--- src/inc/scg_pkg.sv ---
// Package: register map, field layout and shared helpers of the sleep gating block
package scg_pkg;

    // ========================================================================
    // Register map (byte addresses, low address bits only)
    localparam int ADDR_BITS = 12;
    localparam logic [11:0] SLEEP_GATING_OFFSET = 12'h110;
    localparam logic [11:0] GATING_STATUS_OFFSET = 12'h1e0;
    localparam logic [11:0] GATING_MODE_OFFSET = 12'h1e4;
    localparam logic [11:0] EVENT_STATUS_OFFSET = 12'h1e8;
    localparam logic [11:0] EVENT_CLEAR_OFFSET = 12'h1ec;
    localparam logic [11:0] EVENT_ENABLE_OFFSET = 12'h1f0;

    // ========================================================================
    // Gating register layout
    localparam int PWM_BIT = 20;
    localparam int ADC_BIT = 16;
    localparam int RATE_MSB = 9;
    localparam int RATE_LSB = 8;
    localparam int HIB_BIT = 6;
    localparam int WDT_BIT = 3;
    localparam logic [31:0] SLEEP_GATING_RESET = 32'h0000_0040;
    localparam logic [31:0] SLEEP_GATING_WMASK = 32'h0011_0348;

    // Converter sample rate codes
    localparam logic [1:0] RATE_125K = 2'h0;
    localparam logic [1:0] RATE_250K = 2'h1;
    localparam logic [1:0] RATE_500K = 2'h2;

    // Unit index in the unit vectors
    localparam int UNIT_PWM = 0;
    localparam int UNIT_ADC = 1;
    localparam int UNIT_HIB = 2;
    localparam int UNIT_WDT = 3;
    localparam int NUM_UNITS = 4;

    // ========================================================================
    // Mode control register, status register fields and event registers
    localparam int AUTO_SELECT_BIT = 0;
    localparam int EV_FAULT = 0;
    localparam int EV_SLEEP = 1;
    localparam int EV_WIDTH = 2;
    localparam int STATUS_RATE_LSB = 8;
    localparam int STATUS_MODE_LSB = 16;

    typedef enum logic [1:0] {
        MODE_RUN,
        MODE_SLEEP,
        MODE_DEEP
    } scg_mode_type;

    // Pulls the unit enables out of a gating word
    function automatic logic [NUM_UNITS-1:0] scg_units(
        input logic [31:0] w
    );
        logic [NUM_UNITS-1:0] u;
        u = '0;
        u[UNIT_PWM] = w[PWM_BIT];
        u[UNIT_ADC] = w[ADC_BIT];
        u[UNIT_HIB] = w[HIB_BIT];
        u[UNIT_WDT] = w[WDT_BIT];
        return u;
    endfunction

endpackage

--- src/hw/scg_fault_check.sv ---
// Bus fault decision for accesses to the gated units
`timescale 1ns/100ps
module scg_fault_check
    import scg_pkg::*;
(
    input wire logic [NUM_UNITS-1:0] unit_access,
    input wire logic [NUM_UNITS-1:0] unit_clock_enable,
    output logic [NUM_UNITS-1:0] unit_fault,
    output logic any_fault
);

    // ========================================================================
    // An access to an unclocked unit faults instead of completing
    always_comb begin
        unit_fault = unit_access & ~unit_clock_enable;
        any_fault = |unit_fault;
    end

endmodule

--- src/hw/scg_gate_select.sv ---
// Chooses the gating word in force and drives the unit clock enables
`timescale 1ns/100ps
module scg_gate_select
    import scg_pkg::*;
(
    input wire logic clock,
    input wire logic nrst,
    input wire logic sleep_active,
    input wire logic deep_sleep_active,
    input wire logic auto_clock_gating_select,
    input wire logic [31:0] run_unit_clock_gating0,
    input wire logic [31:0] sleep_unit_clock_gating0,
    input wire logic [31:0] deep_sleep_unit_clock_gating0,
    output logic [NUM_UNITS-1:0] unit_clock_enable,
    output logic [1:0] converter_sample_rate,
    output scg_mode_type gating_mode,
    output logic sleep_entered
);

    typedef struct packed {
        scg_mode_type mode;
        logic [NUM_UNITS-1:0] en;
        logic [1:0] rate;
        logic entered;
    } scg_sel_state_type;

    scg_sel_state_type r;
    scg_sel_state_type next_r;
    logic [31:0] word;

    // ========================================================================
    // Selection
    always_comb begin
        next_r = r;
        next_r.mode = MODE_RUN;
        word = run_unit_clock_gating0;
        if (auto_clock_gating_select && sleep_active) begin
            next_r.mode = MODE_SLEEP;
            word = sleep_unit_clock_gating0;
        end else if (auto_clock_gating_select && deep_sleep_active) begin
            next_r.mode = MODE_DEEP;
            word = deep_sleep_unit_clock_gating0;
        end
        next_r.en = scg_units(word);
        next_r.rate = word[RATE_MSB:RATE_LSB];
        next_r.entered = (next_r.mode == MODE_SLEEP) &&
                         (r.mode != MODE_SLEEP);
    end

    // ========================================================================
    // State register; reset enables follow the gating reset value
    always_ff @(posedge clock) begin
        if (!nrst) begin
            r.mode <= MODE_RUN;
            r.en <= scg_units(SLEEP_GATING_RESET);
            r.rate <= RATE_125K;
            r.entered <= 1'b0;
        end else begin
            r <= next_r;
        end
    end

    assign unit_clock_enable = r.en;
    assign converter_sample_rate = r.rate;
    assign gating_mode = r.mode;
    assign sleep_entered = r.entered;

endmodule

--- src/hw/scg_sleep_gating.sv ---
// Sleep-mode unit clock gating register block with AHB-Lite slave
//
// Notes on behaviour
// - A set gating bit clocks and enables its unit; clear leaves it off.
// - Access to an unclocked unit is answered with a bus fault.
// - Reset clears every gating bit except hibernation: value 0x40.
// - The sleep gating word governs unit clocks only while in Sleep.
// - Sleep word applies only with auto gating select set, else run word.
// - Bit 20 gates the PWM unit clock, read-write, reset zero.
// - Bit 16 gates converter module 0 clock, read-write, reset zero.
// - Bits 9:8 pick converter rate: 125K, 250K, 500K samples per second.
// - Bit 6 gates the hibernation unit, read-write, resets to one.
// - Bit 3 gates the watchdog unit clock, read-write, reset zero.
// - Reserved bits are read-only zero; software preserves them.
//
// The AHB-Lite slave port was chosen for this implementation.
`timescale 1ns/100ps
module scg_sleep_gating
    import scg_pkg::*;
(
    input wire logic clock,
    input wire logic nrst,
    input wire logic hsel,
    input wire logic [31:0] haddr,
    input wire logic [1:0] htrans,
    input wire logic hwrite,
    input wire logic [2:0] hsize,
    input wire logic hready,
    input wire logic [31:0] hwdata,
    output logic [31:0] hrdata,
    output logic hreadyout,
    output logic hresp,
    input wire logic sleep_active,
    input wire logic deep_sleep_active,
    input wire logic [31:0] run_unit_clock_gating0,
    input wire logic [31:0] deep_sleep_unit_clock_gating0,
    input wire logic [NUM_UNITS-1:0] unit_access,
    output logic [NUM_UNITS-1:0] unit_clock_enable,
    output logic [1:0] converter_sample_rate,
    output logic [NUM_UNITS-1:0] unit_fault,
    output logic irq
);

    typedef enum logic [1:0] {
        ST_IDLE,
        ST_BUSY,
        ST_ACK
    } scg_bus_state_type;

    typedef struct packed {
        scg_bus_state_type state;
        logic [ADDR_BITS-1:0] addr;
        logic write;
        logic [31:0] rdata;
        logic [31:0] sleep_gating;
        logic auto_select;
        logic [EV_WIDTH-1:0] ev_status;
        logic [EV_WIDTH-1:0] ev_enable;
    } scg_top_state_type;

    scg_top_state_type r;
    scg_top_state_type next_r;

    logic take;
    logic any_fault;
    logic sleep_entered;
    logic [EV_WIDTH-1:0] ev_set;
    logic [EV_WIDTH-1:0] ev_clear;
    scg_mode_type gating_mode;

    // ========================================================================
    // Gating selection and fault decision
    scg_gate_select u_select (
        .clock(clock),
        .nrst(nrst),
        .sleep_active(sleep_active),
        .deep_sleep_active(deep_sleep_active),
        .auto_clock_gating_select(r.auto_select),
        .run_unit_clock_gating0(run_unit_clock_gating0),
        .sleep_unit_clock_gating0(r.sleep_gating),
        .deep_sleep_unit_clock_gating0(deep_sleep_unit_clock_gating0),
        .unit_clock_enable(unit_clock_enable),
        .converter_sample_rate(converter_sample_rate),
        .gating_mode(gating_mode),
        .sleep_entered(sleep_entered)
    );

    scg_fault_check u_fault (
        .unit_access(unit_access),
        .unit_clock_enable(unit_clock_enable),
        .unit_fault(unit_fault),
        .any_fault(any_fault)
    );

    // ========================================================================
    // Read multiplexer
    function automatic logic [31:0] read_word(
        input scg_top_state_type s,
        input logic [NUM_UNITS-1:0] en,
        input logic [1:0] rate,
        input scg_mode_type mode
    );
        logic [31:0] d;
        d = '0;
        unique case (s.addr)
            SLEEP_GATING_OFFSET: begin
                // Reserved bits never hold anything but zero
                d = s.sleep_gating & SLEEP_GATING_WMASK;
            end
            GATING_STATUS_OFFSET: begin
                d[NUM_UNITS-1:0] = en;
                d[STATUS_RATE_LSB+:2] = rate;
                d[STATUS_MODE_LSB+:2] = mode;
            end
            GATING_MODE_OFFSET: begin
                d[AUTO_SELECT_BIT] = s.auto_select;
            end
            EVENT_STATUS_OFFSET: begin
                d[EV_WIDTH-1:0] = s.ev_status;
            end
            EVENT_ENABLE_OFFSET: begin
                d[EV_WIDTH-1:0] = s.ev_enable;
            end
            default: begin
                d = '0;
            end
        endcase
        return d;
    endfunction

    // ========================================================================
    // Bus handshake, register writes and event flags
    always_comb begin
        next_r = r;
        take = hsel && hready && htrans[1] && (r.state != ST_BUSY);
        ev_clear = '0;
        ev_set = '0;
        ev_set[EV_FAULT] = any_fault;
        ev_set[EV_SLEEP] = sleep_entered;

        unique case (r.state)
            ST_IDLE: begin
                next_r.state = ST_IDLE;
            end
            ST_BUSY: begin
                next_r.state = ST_ACK;
                if (r.write) begin
                    next_r.rdata = '0;
                    unique case (r.addr)
                        SLEEP_GATING_OFFSET: begin
                            // Only the gating bits and rate field store
                            next_r.sleep_gating =
                                hwdata & SLEEP_GATING_WMASK;
                        end
                        GATING_MODE_OFFSET: begin
                            next_r.auto_select = hwdata[AUTO_SELECT_BIT];
                        end
                        EVENT_CLEAR_OFFSET: begin
                            ev_clear = hwdata[EV_WIDTH-1:0];
                        end
                        EVENT_ENABLE_OFFSET: begin
                            next_r.ev_enable = hwdata[EV_WIDTH-1:0];
                        end
                        default: begin
                            next_r.rdata = '0;
                        end
                    endcase
                end else begin
                    next_r.rdata = read_word(r, unit_clock_enable,
                                             converter_sample_rate,
                                             gating_mode);
                end
            end
            ST_ACK: begin
                next_r.state = ST_IDLE;
            end
        endcase

        if (take) begin
            next_r.state = ST_BUSY;
            next_r.addr = haddr[ADDR_BITS-1:0];
            next_r.write = hwrite;
        end

        // A new event wins over a clear in the same cycle
        next_r.ev_status = (r.ev_status & ~ev_clear) | ev_set;
    end

    // ========================================================================
    // State register
    always_ff @(posedge clock) begin
        if (!nrst) begin
            r.state <= ST_IDLE;
            r.addr <= '0;
            r.write <= 1'b0;
            r.rdata <= '0;
            r.sleep_gating <= SLEEP_GATING_RESET;
            r.auto_select <= 1'b0;
            r.ev_status <= '0;
            r.ev_enable <= '0;
        end else begin
            r <= next_r;
        end
    end

    // ========================================================================
    // Outputs
    assign hrdata = r.rdata;
    assign hreadyout = (r.state != ST_BUSY);
    assign hresp = 1'b0;
    assign irq = |(r.ev_status & r.ev_enable);

    // Transfer size is ignored: the bus carries whole words only

endmodule

--- config.mk ---
export PLATFORM = sky130hd
export DESIGN_NAME = scg_sleep_gating
export DESIGN_NICKNAME = d
export VERILOG_FILES = /design/src/inc/scg_pkg.sv /design/src/hw/scg_fault_check.sv /design/src/hw/scg_gate_select.sv /design/src/hw/scg_sleep_gating.sv
export SDC_FILE = /design/constraint.sdc
export NUM_CORES = 1
export LEC_CHECK = 0
export ABC_AREA = 1
export BUFFER_PORTS_ARGS = -buffer_cell sky130_fd_sc_hd__buf_4
export CORE_MARGIN = 3
export CORE_UTILIZATION = 35
export DETAILED_ROUTE_END_ITERATION = 6
export PLACE_DENSITY_LB_ADDON = 0.25
export SLEW_MARGIN = 20
export SYNTH_ARGS = -nofsm -noshare
export SYNTH_HDL_FRONTEND = slang
export SYNTH_SLANG_ARGS = --single-unit
--- constraint.sdc ---
create_clock -name clock -period 1.6 [get_ports clock]
set_clock_uncertainty 0.2 [all_clocks]
set_input_delay 0.32 -clock clock [delete_from_list [all_inputs] [get_ports clock]]
set_output_delay 0.32 -clock clock [all_outputs]
set_load 0.02 [all_outputs]
==> flow_summary.yaml, run 1 <==
run_status:
  outcome: "finished, final reports clean"
placed_design:
  detailed_place_hpwl_mm: 4.19
  detailed_place.area_mm2: 0.00269
  gp_routability_congestion: 0.848
  place.port_buffers: 65
clock_tree:
  cts_buffer_depth: 2
  cts_buffers: 5
  cts_num_sinks: 45
  path_clk_slew_ps: 80
  worst_skew_pair.late_latency_ps: 290
  ctsRootBufferMaster: "clkbuf_8"
  htree_depth: 2
  tritoncts_clock_tree: "built"
pwr:
  combinational_power_share_pct: 13.6
  switching_part_of_the_total_power_pct: 24.9
  switchingPower_uw: 535
  cell_internal_pwr_mw: 1.61
  cellLeakagePower_nw: 1.36
  worst_ir_drop_vdd_mv: 0.359
  clkPwrFrac_pct: 32.5
  pwr_density_cell_mw_per_mm2: 744
  share_seq_of_total_power_pct: 53.9
global_route:
  grt_most_used_layer: "met2"
  antenna_found_initial: 0
  grt_usage_pct: 14.5
  groute.layer.met1.usage_pct: 19.6
  grt_use_met2_pct: 22.1
  grt_max_degree: 15
  via_count_of_the_first_global_routing_pass: 1829
  grt_first_pass_wirelength_mm: 8.48
  grt_overflow_total: 0
  global_route_met3_usage_pct: 3.17
route:
  num_vias: 2060
  dr.pass1.iters: 4
  detail_route.iter0.violations: 96
  drc: 0
  via_cell_ratio: 4.57
  total_routed_wirelength_mm: 5.36
  ant_nets: 0
  route.detailed.wl_per_inst_um: 11.9
final_layout:
  layout.filler_cells: 609
  postLayoutCellArea_mm2: 0.00289
  nNetsFinal: 520
  syn2layout_area_growth_pct: 30.4
  drive_above_1_share_pct: 29.8
  antennaDiodeCount: 0
worst_hold_path:
  hold_path_startpoint: "haddr[10]"
  whs_path_depth: 3
  min_to: "r[80]"
  worstHoldPathType: "input pin to flip-flop"
floorplanning:
  floorplan.die.height_um: 85.5
  design.core.area_mm2: 0.00603
  core.rowCount: 28
  die_w_um: 85.5
  floorplan.die_area_mm2: 0.00731
  boundaryPins: 189
  initial_core_utilization_pct: 36.7
critical_path:
  worstPathMaxFanout: 8
  crit-reg2reg-capture: "r[0]"
  timing.setup.critical_path_class: "flip-flop to primary output"
  cp_data_required_time_ps: 1080
  arrival_worst_endpoint_ps: 1030
  crit_path_start_kind: "flip-flop"
  crit_start: "r[82]"
  r2r_start: "r[78]"
  worstRegToRegCells: 8
  critPathCaptureType: "primary output"
  setup.reg_to_reg.worst_slack_ps: 90
timing:
  setup-tns-final_ps: 0
  final_max_slew_viol_count: 0
  layout_worst_path_cycle_share_pct: 96.9
  timing.final.setup_violations: 0
  fmaxAchievable_mhz: 645
  finalHoldViolCount: 0
  rsz0062_at_grt: "yes"
  timing.final.crit_period_ps: 1550
yosys:
  yosysTopAreaCellShare_pct: 40.7
  netlist.top_cell.by_area: "dfxtp_1"
  netlist-cell-type-count: 28
  synthMostInstantiatedCell: "nand2_1"
  synthesis.instances: 304
  syn_area_per_cell_um2: 7.28
  synthesis.area_mm2: 0.00221
  synthTopCellsByArea: "dfxtp_1 (41%), buf_4 (12%), nand2_1 (12%)"
  synth-async-reset-ratio_pct: 0
  synth-edff-count: 0
  sequential_area_share_after_synthesis_pct: 40.7
  total_of_flip_flops_plus_latches_after_synthesis: 45
  yosys_warnings: 0
  synth_ff_type: "dfxtp_1"
  synth.cells.most_frequent: "nand2_1 (69), dfxtp_1 (45), buf_4 (35)"
run:
  max_cap_violations: 0
repair_timing:
item	in CTS	in global routing
hold buffers	1	0
endpoints found under the setup margin	14	20
hold endpoints to repair	1	0
cloned	0	0
buffers inserted	0	6
gates resized for setup	5	19
pin swaps	0	2
registers in the layout (all words and copies together) (netlist names):
register / flops
hrdata: 10
r: 26
u_select.converter_sample_rate: 2
u_select.gating_mode: 2
u_select.sleep_entered: 1
u_select.unit_clock_enable: 4
per-layer routing:
metal  up-vias  share of wire [%]
met5         -                  0
met4         0                2.4
met3        12                6.0
met2        58                 45
met1       922                 46
li1       1068                  -
through the flow:
step | std cells | hold WS, ps | power [mW] | setup WS (ps) | util, %
2_1_floorplan | 326 | 199 | 1.36 | 142 | -
3_3_place_gp | 438 | 228 | 1.46 | -30.8 | 44.6
4_1_cts | 445 | 6.34 | 2.16 | -6.26 | 46.3
5_1_grt | 451 | 16.6 | 2.25 | -21.1 | 47.9
3_5_place_dp | 438 | 234 | 1.46 | -34.2 | 44.6
6_report | 451 | 11.1 | 2.15 | 49.0 | 47.9
how the worst max path moves through the flow:
stage | to | slack, ps | cells after the start
floorplan | r[13] | 140 | 6
global placement | r[8] | -30 | 8
detailed placement | r[0] | -30 | 8
CTS | hreadyout | -6 | 4
global route | hrdata[8] | -20 | 8
finish | hreadyout | 50 | 4
logic make-up after synthesis:
group                  synth area share, %
other                                0.170
AND/OR/NAND/NOR                       29.2
AO/OA/AOI/OAI                         10.2
flip-flops                            40.7
buffers and inverters                 19.7
cell usage in the layout, fill, tap and decap left out, drive strengths merged:
cell | Yosys | final
buf | 37 | 84
nand2 | 70 | 70
dfxtp | 45 | 45
inv | 34 | 33
nor2 | 30 | 30
nand3 | 28 | 28
conb | 1 | 23
o21ai | 15 | 15
a21oi | 14 | 14
nand4 | 8 | 8
clkbuf | 5 | 7
o211ai | 5 | 5
a31oi | 3 | 3
nor3 | 3 | 3
nor4 | 2 | 2
clkinv | 0 | 1
a22o | 1 | 1
and2 | 1 | 1
o311ai | 1 | 1
o21a | 1 | 1
dlygate4sd3 | 0 | 1
worst max-delay path: stages, from the launching register on:
cell	delay, ps
dfxtp_2	320
inv_2	40
nor2_4	130
clkinv_4	110
buf_6	140
power by group through the flow:
stage / Clock (mW) / Combinational, mW / Sequential, mW
after floorplan: 0 / 0.173 / 1.19
after global placement: 0 / 0.278 / 1.18
after detailed placement: 0 / 0.280 / 1.18
after CTS: 0.722 / 0.284 / 1.16
after global routing: 0.769 / 0.318 / 1.16
final: 0.698 / 0.291 / 1.16
final cells by class:
| class | instances | area (µm²) | share of cell area, % |
|---|---|---|---|
| multi-input combinational | 205 | 1010 | 34.9 |
| sequential | 45 | 905 | 31.4 |
| timing repair buffer | 85 | 661 | 22.9 |
| inverter | 34 | 133 | 4.60 |
| tap | 75 | 93.8 | 3.25 |
| clock buffer | 7 | 86.3 | 2.99 |
Note: power is estimated with default switching activity, not from simulation.
==> run 2, diff against run 1 <==
--- a/config.mk
+++ b/config.mk
@@ -7,10 +7,10 @@
 export LEC_CHECK = 0
 export ABC_AREA = 1
 export BUFFER_PORTS_ARGS = -buffer_cell sky130_fd_sc_hd__buf_4
-export CORE_MARGIN = 3
+export CORE_ASPECT_RATIO = 1.25
 export CORE_UTILIZATION = 35
 export DETAILED_ROUTE_END_ITERATION = 6
-export PLACE_DENSITY_LB_ADDON = 0.25
+export PLACE_DENSITY = 0.77
 export SLEW_MARGIN = 20
 export SYNTH_ARGS = -nofsm -noshare
 export SYNTH_HDL_FRONTEND = slang
==> run 2 against run 1 <==
Against the previous run: critical endpoint is now hrdata[20]; die area down 9.1%; first-iteration DRC count down 11%; critical path depth up 5; cell count up 3.8%; largest cell class unchanged; routed wire length up 1.1%; sequential share of layout area down 1.2 points; hold slack better by 0.54 ps; fmax down 1.5%.
==> flow_summary.yaml, run 2 (synthesized netlist as in run 1, its figures left out) <==
route:
  num_vias: 2149
  drc: 0
  detail_route.iter0.violations: 85
  via_cell_ratio: 4.59
  dr.pass1.iters: 5
  total_routed_wirelength_mm: 5.42
  route.detailed.wl_per_inst_um: 11.6
  ant_nets: 0
critical_path:
  timing.setup.critical_path_class: "flip-flop to flip-flop"
  critPathCaptureType: "flip-flop"
  r2r_start: "r[78]"
  cp_data_required_time_ps: 1630
  arrival_worst_endpoint_ps: 1610
  crit_path_start_kind: "flip-flop"
  worstRegToRegCells: 9
  setup.reg_to_reg.worst_slack_ps: 30
  worstPathMaxFanout: 6
  crit-reg2reg-capture: "hrdata[20]"
clock_tree:
  cts_num_sinks: 45
  tritoncts_clock_tree: "built"
  path_clk_slew_ps: 80
  ctsRootBufferMaster: "clkbuf_8"
  worst_skew_pair.late_latency_ps: 300
  cts_buffer_depth: 2
  cts_buffers: 5
  htree_depth: 2
global_route:
  grt_usage_pct: 15.7
  via_count_of_the_first_global_routing_pass: 1954
  grt_first_pass_wirelength_mm: 8.21
  grt_overflow_total: 0
  grt_max_degree: 15
  antenna_found_initial: 0
floorplanning:
  floorplan.die_area_mm2: 0.00664
  boundaryPins: 189
  initial_core_utilization_pct: 36.1
  die_w_um: 73.1
  core.rowCount: 32
  floorplan.die.height_um: 90.9
  design.core.area_mm2: 0.00613
timing:
  rsz0062_at_grt: "yes"
  setup-tns-final_ps: 0
  worst_hold_slack_ps: 11.6
  finalHoldViolCount: 0
  final_max_slew_viol_count: 0
  timing.final.setup_violations: 0
  fmaxAchievable_mhz: 635
  layout_worst_path_cycle_share_pct: 98.4
  timing.final.crit_period_ps: 1570
worst_hold_path:
  whs_path_depth: 3
  worstHoldPathType: "input pin to flip-flop"
  hold_path_startpoint: "haddr[10]"
  min_to: "r[80]"
pwr:
  worst_ir_drop_vdd_mv: 0.486
  cellLeakagePower_nw: 1.40
  pwr_density_cell_mw_per_mm2: 781
final_layout:
  drive_above_1_share_pct: 32.1
  layout.cells.most_common_list: "buf_4 (84), nand2_1 (66), dfxtp_1 (43), inv_1 (29), nand3_1 (26)"
  syn2layout_area_growth_pct: 35.4
  layout.filler_cells: 588
  postLayoutCellArea_mm2: 0.00300
  nNetsFinal: 526
  final_core_utilization_pct: 48.9
  largest_register_ffs: 26
  antennaDiodeCount: 0
  max_flop_register: "r"
  most_common_library_cell_in_the_layout_ignoring_fill_and_taps: "buf_4"
placed_design:
  gp_routability_congestion: 0.813
  detailed_place_hpwl_mm: 3.97
  place.port_buffers: 65
  detailed_place.area_mm2: 0.00269
run:
  max_cap_violations: 0
run_status:
  outcome: "finished, final reports clean"
==> run 2: cell types whose count changed in the layout (fill, tap and decap cells not counted), sizes merged <==
| cell | before | now |
|---|---|---|
| buf | 84 | 88 |
| bufinv | 0 | 1 |
| clkbuf | 7 | 8 |
| nand2 | 70 | 71 |
==> run 2: routing by layer <==
metal	vias to the layer above	track usage [%]	routed length [µm]
met2	72	28.2	2830
met5	-	0	0
met4	0	8.66	186
met3	12	3.13	257
li1	1079	-	-
met1	986	16.6	2150
==> run 2: where the power goes <==
group	total [mW]	switching, mW	internal, mW
combinational	0.298	0.165	0.132
clock	0.882	0.373	0.509
sequential	1.16	0.0167	1.14
total	2.34	0.555	1.78
==> run 2: layout make-up <==
class / instances / area (µm²) / share of cell area, %
Clock buffer: 7 / 86.3 / 2.88
Clock inverter: 1 / 30.0 / 1.00
Inverter: 34 / 133 / 4.43
Multi-Input combinational cell: 206 / 1030 / 34.3
Sequential cell: 45 / 903 / 30.2
Tap cell: 85 / 106 / 3.55
Timing Repair Buffer: 90 / 708 / 23.6
==> run 2: metrics by stage <==
| step | power, mW | worst slack (ps) | std cells |
|---|---|---|---|
| 4_1_cts | 2.33 | 9.84 | 456 |
| 3_3_place_gp | 1.46 | 84.1 | 447 |
| 5_1_grt | 2.43 | -48.5 | 468 |
| 6_report | 2.34 | 25.9 | 468 |
| 3_5_place_dp | 1.46 | 40.7 | 447 |
| 2_1_floorplan | 1.36 | 142 | 326 |
==> run 2: how the worst max path moves through the flow <==
stage          start  slack, ps          to
4_1_cts        r[82]         10   hreadyout
6_report       r[78]         30  hrdata[20]
3_3_place_gp   r[76]         80        r[0]
3_5_place_dp   r[76]         40   hrdata[9]
2_1_floorplan  r[75]        140       r[13]
5_1_grt        r[78]        -50  hrdata[20]
==> run 2: timing repair <==
| item | 4_1_cts | 5_1_grt |
|---|---|---|
| hold buffers | 1 | 0 |
| hold endpoints to repair | 1 | 0 |
| gates cloned | 0 | 1 |
| setup endpoints to repair | 1 | 22 |
| pin swaps | 1 | 9 |
| resized for setup | 4 | 25 |
| setup buffers | 1 | 11 |
==> run 2: critical path, cell delays in order, from the launching register on <==
cell	delay (ps)
dfxtp_2	330
inv_2	30
nor2_2	100
nand2_1	80
nor2_1	100
buf_4	140
and2_4	230
buf_6	110
nand3_2	60
a21oi_1	140
==> run 3, diff against run 2 <==
--- a/config.mk
+++ b/config.mk
@@ -6,7 +6,7 @@
 export NUM_CORES = 1
 export LEC_CHECK = 0
 export ABC_AREA = 1
-export BUFFER_PORTS_ARGS = -buffer_cell sky130_fd_sc_hd__buf_4
+export BUFFER_PORTS_ARGS = -buffer_cell sky130_fd_sc_hd__clkbuf_2
 export CORE_ASPECT_RATIO = 1.25
 export CORE_UTILIZATION = 35
 export DETAILED_ROUTE_END_ITERATION = 6
==> run 3 against run 2 <==
Against the previous run: combinational power fell by 15%; worst setup slack got worse by 15 ps; sequential cell count did not move; clock power fell by 23%; first-iteration DRC count rose by 5.9%; die area did not move; register-to-register slack barely moved.
==> flow_summary.yaml, run 3 (synthesized netlist as in run 1, its figures left out) <==
final_layout:
  max_flop_register: "r"
  postLayoutCellArea_mm2: 0.00273
  most_common_library_cell_in_the_layout_ignoring_fill_and_taps: "nand2_1"
  largest_register_ffs: 26
  layout.cells.most_common_list: "nand2_1 (67), clkbuf_2 (65), dfxtp_1 (44), inv_1 (31), nand3_1 (27)"
  drive_above_1_share_pct: 29.1
  antennaDiodeCount: 0
  syn2layout_area_growth_pct: 23.4
  nNetsFinal: 521
  layout.cells.non_filler: 463
clock_tree:
  tritoncts_clock_tree: "built"
  cts_buffers: 5
  ctsRootBufferMaster: "clkbuf_8"
  path_clk_slew_ps: 80
  htree_depth: 2
  cts_buffer_depth: 2
  worst_skew_pair.late_latency_ps: 290
  cts_num_sinks: 45
pwr:
  cellLeakagePower_nw: 1.29
  share_seq_of_total_power_pct: 55.4
  clkPwrFrac_pct: 32.5
  worst_ir_drop_vdd_mv: 0.311
  cell_internal_pwr_mw: 1.54
  pwr_density_cell_mw_per_mm2: 766
  combinational_power_share_pct: 12.1
  switchingPower_uw: 551
  switching_part_of_the_total_power_pct: 26.4
critical_path:
  cp_data_required_time_ps: 1590
  arrival_worst_endpoint_ps: 1580
  critical-path-slowest-cell: "dfxtp_2"
  critPathCaptureType: "flip-flop"
  timing.setup.critical_path_class: "flip-flop to flip-flop"
  worstPathMaxFanout: 6
  critical_path.cell_chain: "inv_2 -> nor2_4 -> clkinv_4 -> nor2_4 -> nand4_1 -> o21ai_0 -> a21oi_1"
  crit_family: "simple AND/OR/NAND/NOR gates"
  crit_path_start_kind: "flip-flop"
  path_depth: 7
  worst_path_largest_cell_delay_ps: 330
  path_buf_inv: 2
  critPathMostFrequentCell: "nor2_4"
  setup.reg_to_reg.worst_slack_ps: 10
  worstRegToRegCells: 7
global_route:
  via_count_of_the_first_global_routing_pass: 1812
  grt_overflow_total: 0
  antenna_found_initial: 0
  grt_max_degree: 15
  grt_first_pass_wirelength_mm: 7.74
  grt_usage_pct: 15.1
run_status:
  outcome: "finished, final reports clean"
route:
  via_cell_ratio: 4.39
  dr.pass1.iters: 6
  detail_route.iter0.violations: 90
  route.detailed.wl_per_inst_um: 10.9
  ant_nets: 0
  total_routed_wirelength_mm: 5.04
  drc: 0
  num_vias: 2033
placed_design:
  detailed_place_hpwl_mm: 3.79
  detailed_place.area_mm2: 0.00249
  place.port_buffers: 65
  gp_routability_congestion: 0.836
  dp.cells: 444
  placement.setup.worst_slack_ps: 7.72
timing:
  finalHoldViolCount: 0
  timing.final.setup_violations: 0
  setup-tns-final_ps: 0
  final_max_slew_viol_count: 0
  timing.final.crit_period_ps: 1590
  fmaxAchievable_mhz: 629
  layout_worst_path_cycle_share_pct: 99.3
  rsz0062_at_grt: "yes"
  setup_ws_ps: 11.1
floorplanning:
  initial_core_utilization_pct: 36.1
  floorplan.die_area_mm2: 0.00664
  die_w_um: 73.1
  core.rowCount: 32
  design.core.area_mm2: 0.00613
  floorplan.die.height_um: 90.9
  boundaryPins: 189
worst_hold_path:
  worstHoldPathType: "input pin to flip-flop"
  whs_path_depth: 3
run:
  max_cap_violations: 0
run 3: cell count changes in the layout (fill, tap and decap cells not counted), moves of 2 or more:
| cell | change |
|---|---|
| clkbuf_2 | +64 |
| nor2_1 | +4 |
| inv_1 | +2 |
| nor2_2 | -4 |
| buf_4 | -65 |
| buf_12 | -2 |
| clkinvlp_4 | +2 |
| inv_2 | -2 |
run 3: per-layer routing:
layer / wire length, µm / GRT usage [%] / vias up / share of wire (%)
met2: 2590 / 25.4 / 65 / 51
met5: 0 / 0 / - / 0
met4: 172 / 9.31 / 0 / 3.4
met1: 2010 / 16.5 / 894 / 40
li1: - / - / 1061 / -
met3: 268 / 4.02 / 13 / 5.3
run 3: power by group through the flow:
| stage | clock (mW) | sequential, mW | combinational [mW] |
|---|---|---|---|
| 6_report | 0.680 | 1.16 | 0.254 |
| 5_1_grt | 0.757 | 1.16 | 0.278 |
| 4_1_cts | 0.698 | 1.16 | 0.240 |
| 3_5_place_dp | 0 | 1.18 | 0.236 |
| 3_3_place_gp | 0 | 1.18 | 0.234 |
| 2_1_floorplan | 0 | 1.19 | 0.173 |
run 3: path summary, 6_finish.rpt:
check / startpoint / to
max: r[82] / r[4]
min: haddr[11] / r[81]
max reg2reg: r[82] / r[4]
min reg2reg: u_select.sleep_entered / r[3]
run 3: what timing repair did:
item	CTS	global route
hold buffers	1	0
buffers inserted	0	11
hold endpoints to repair	1	0
gates resized for setup	5	19
setup endpoints to repair	1	21
pin swaps	0	5
run 3: cell type report:
class / count / area [µm²]
fillers: 598 / 3400
multi-input cells: 205 / 1010
flip-flops and latches: 45 / 902
repair buffers: 86 / 489
inverters: 34 / 133
well taps: 85 / 106
clock buffers: 6 / 72.6
clock inverters: 2 / 15.0
run 3: worst min-delay path, cell delays in order:
cell and delay [ps]:
clkbuf_2 80, nand2_1 40, nand2_1 40
run 3: stage by stage:
stage | util (%) | hold slack, ps | total power [mW]
after global routing | 44.6 | 32.3 | 2.19
after CTS | 42.4 | 13.6 | 2.10
final | 44.6 | 17.7 | 2.09
after global placement | 40.7 | 226 | 1.42
after detailed placement | 40.7 | 232 | 1.42
after floorplan | - | 199 | 1.36
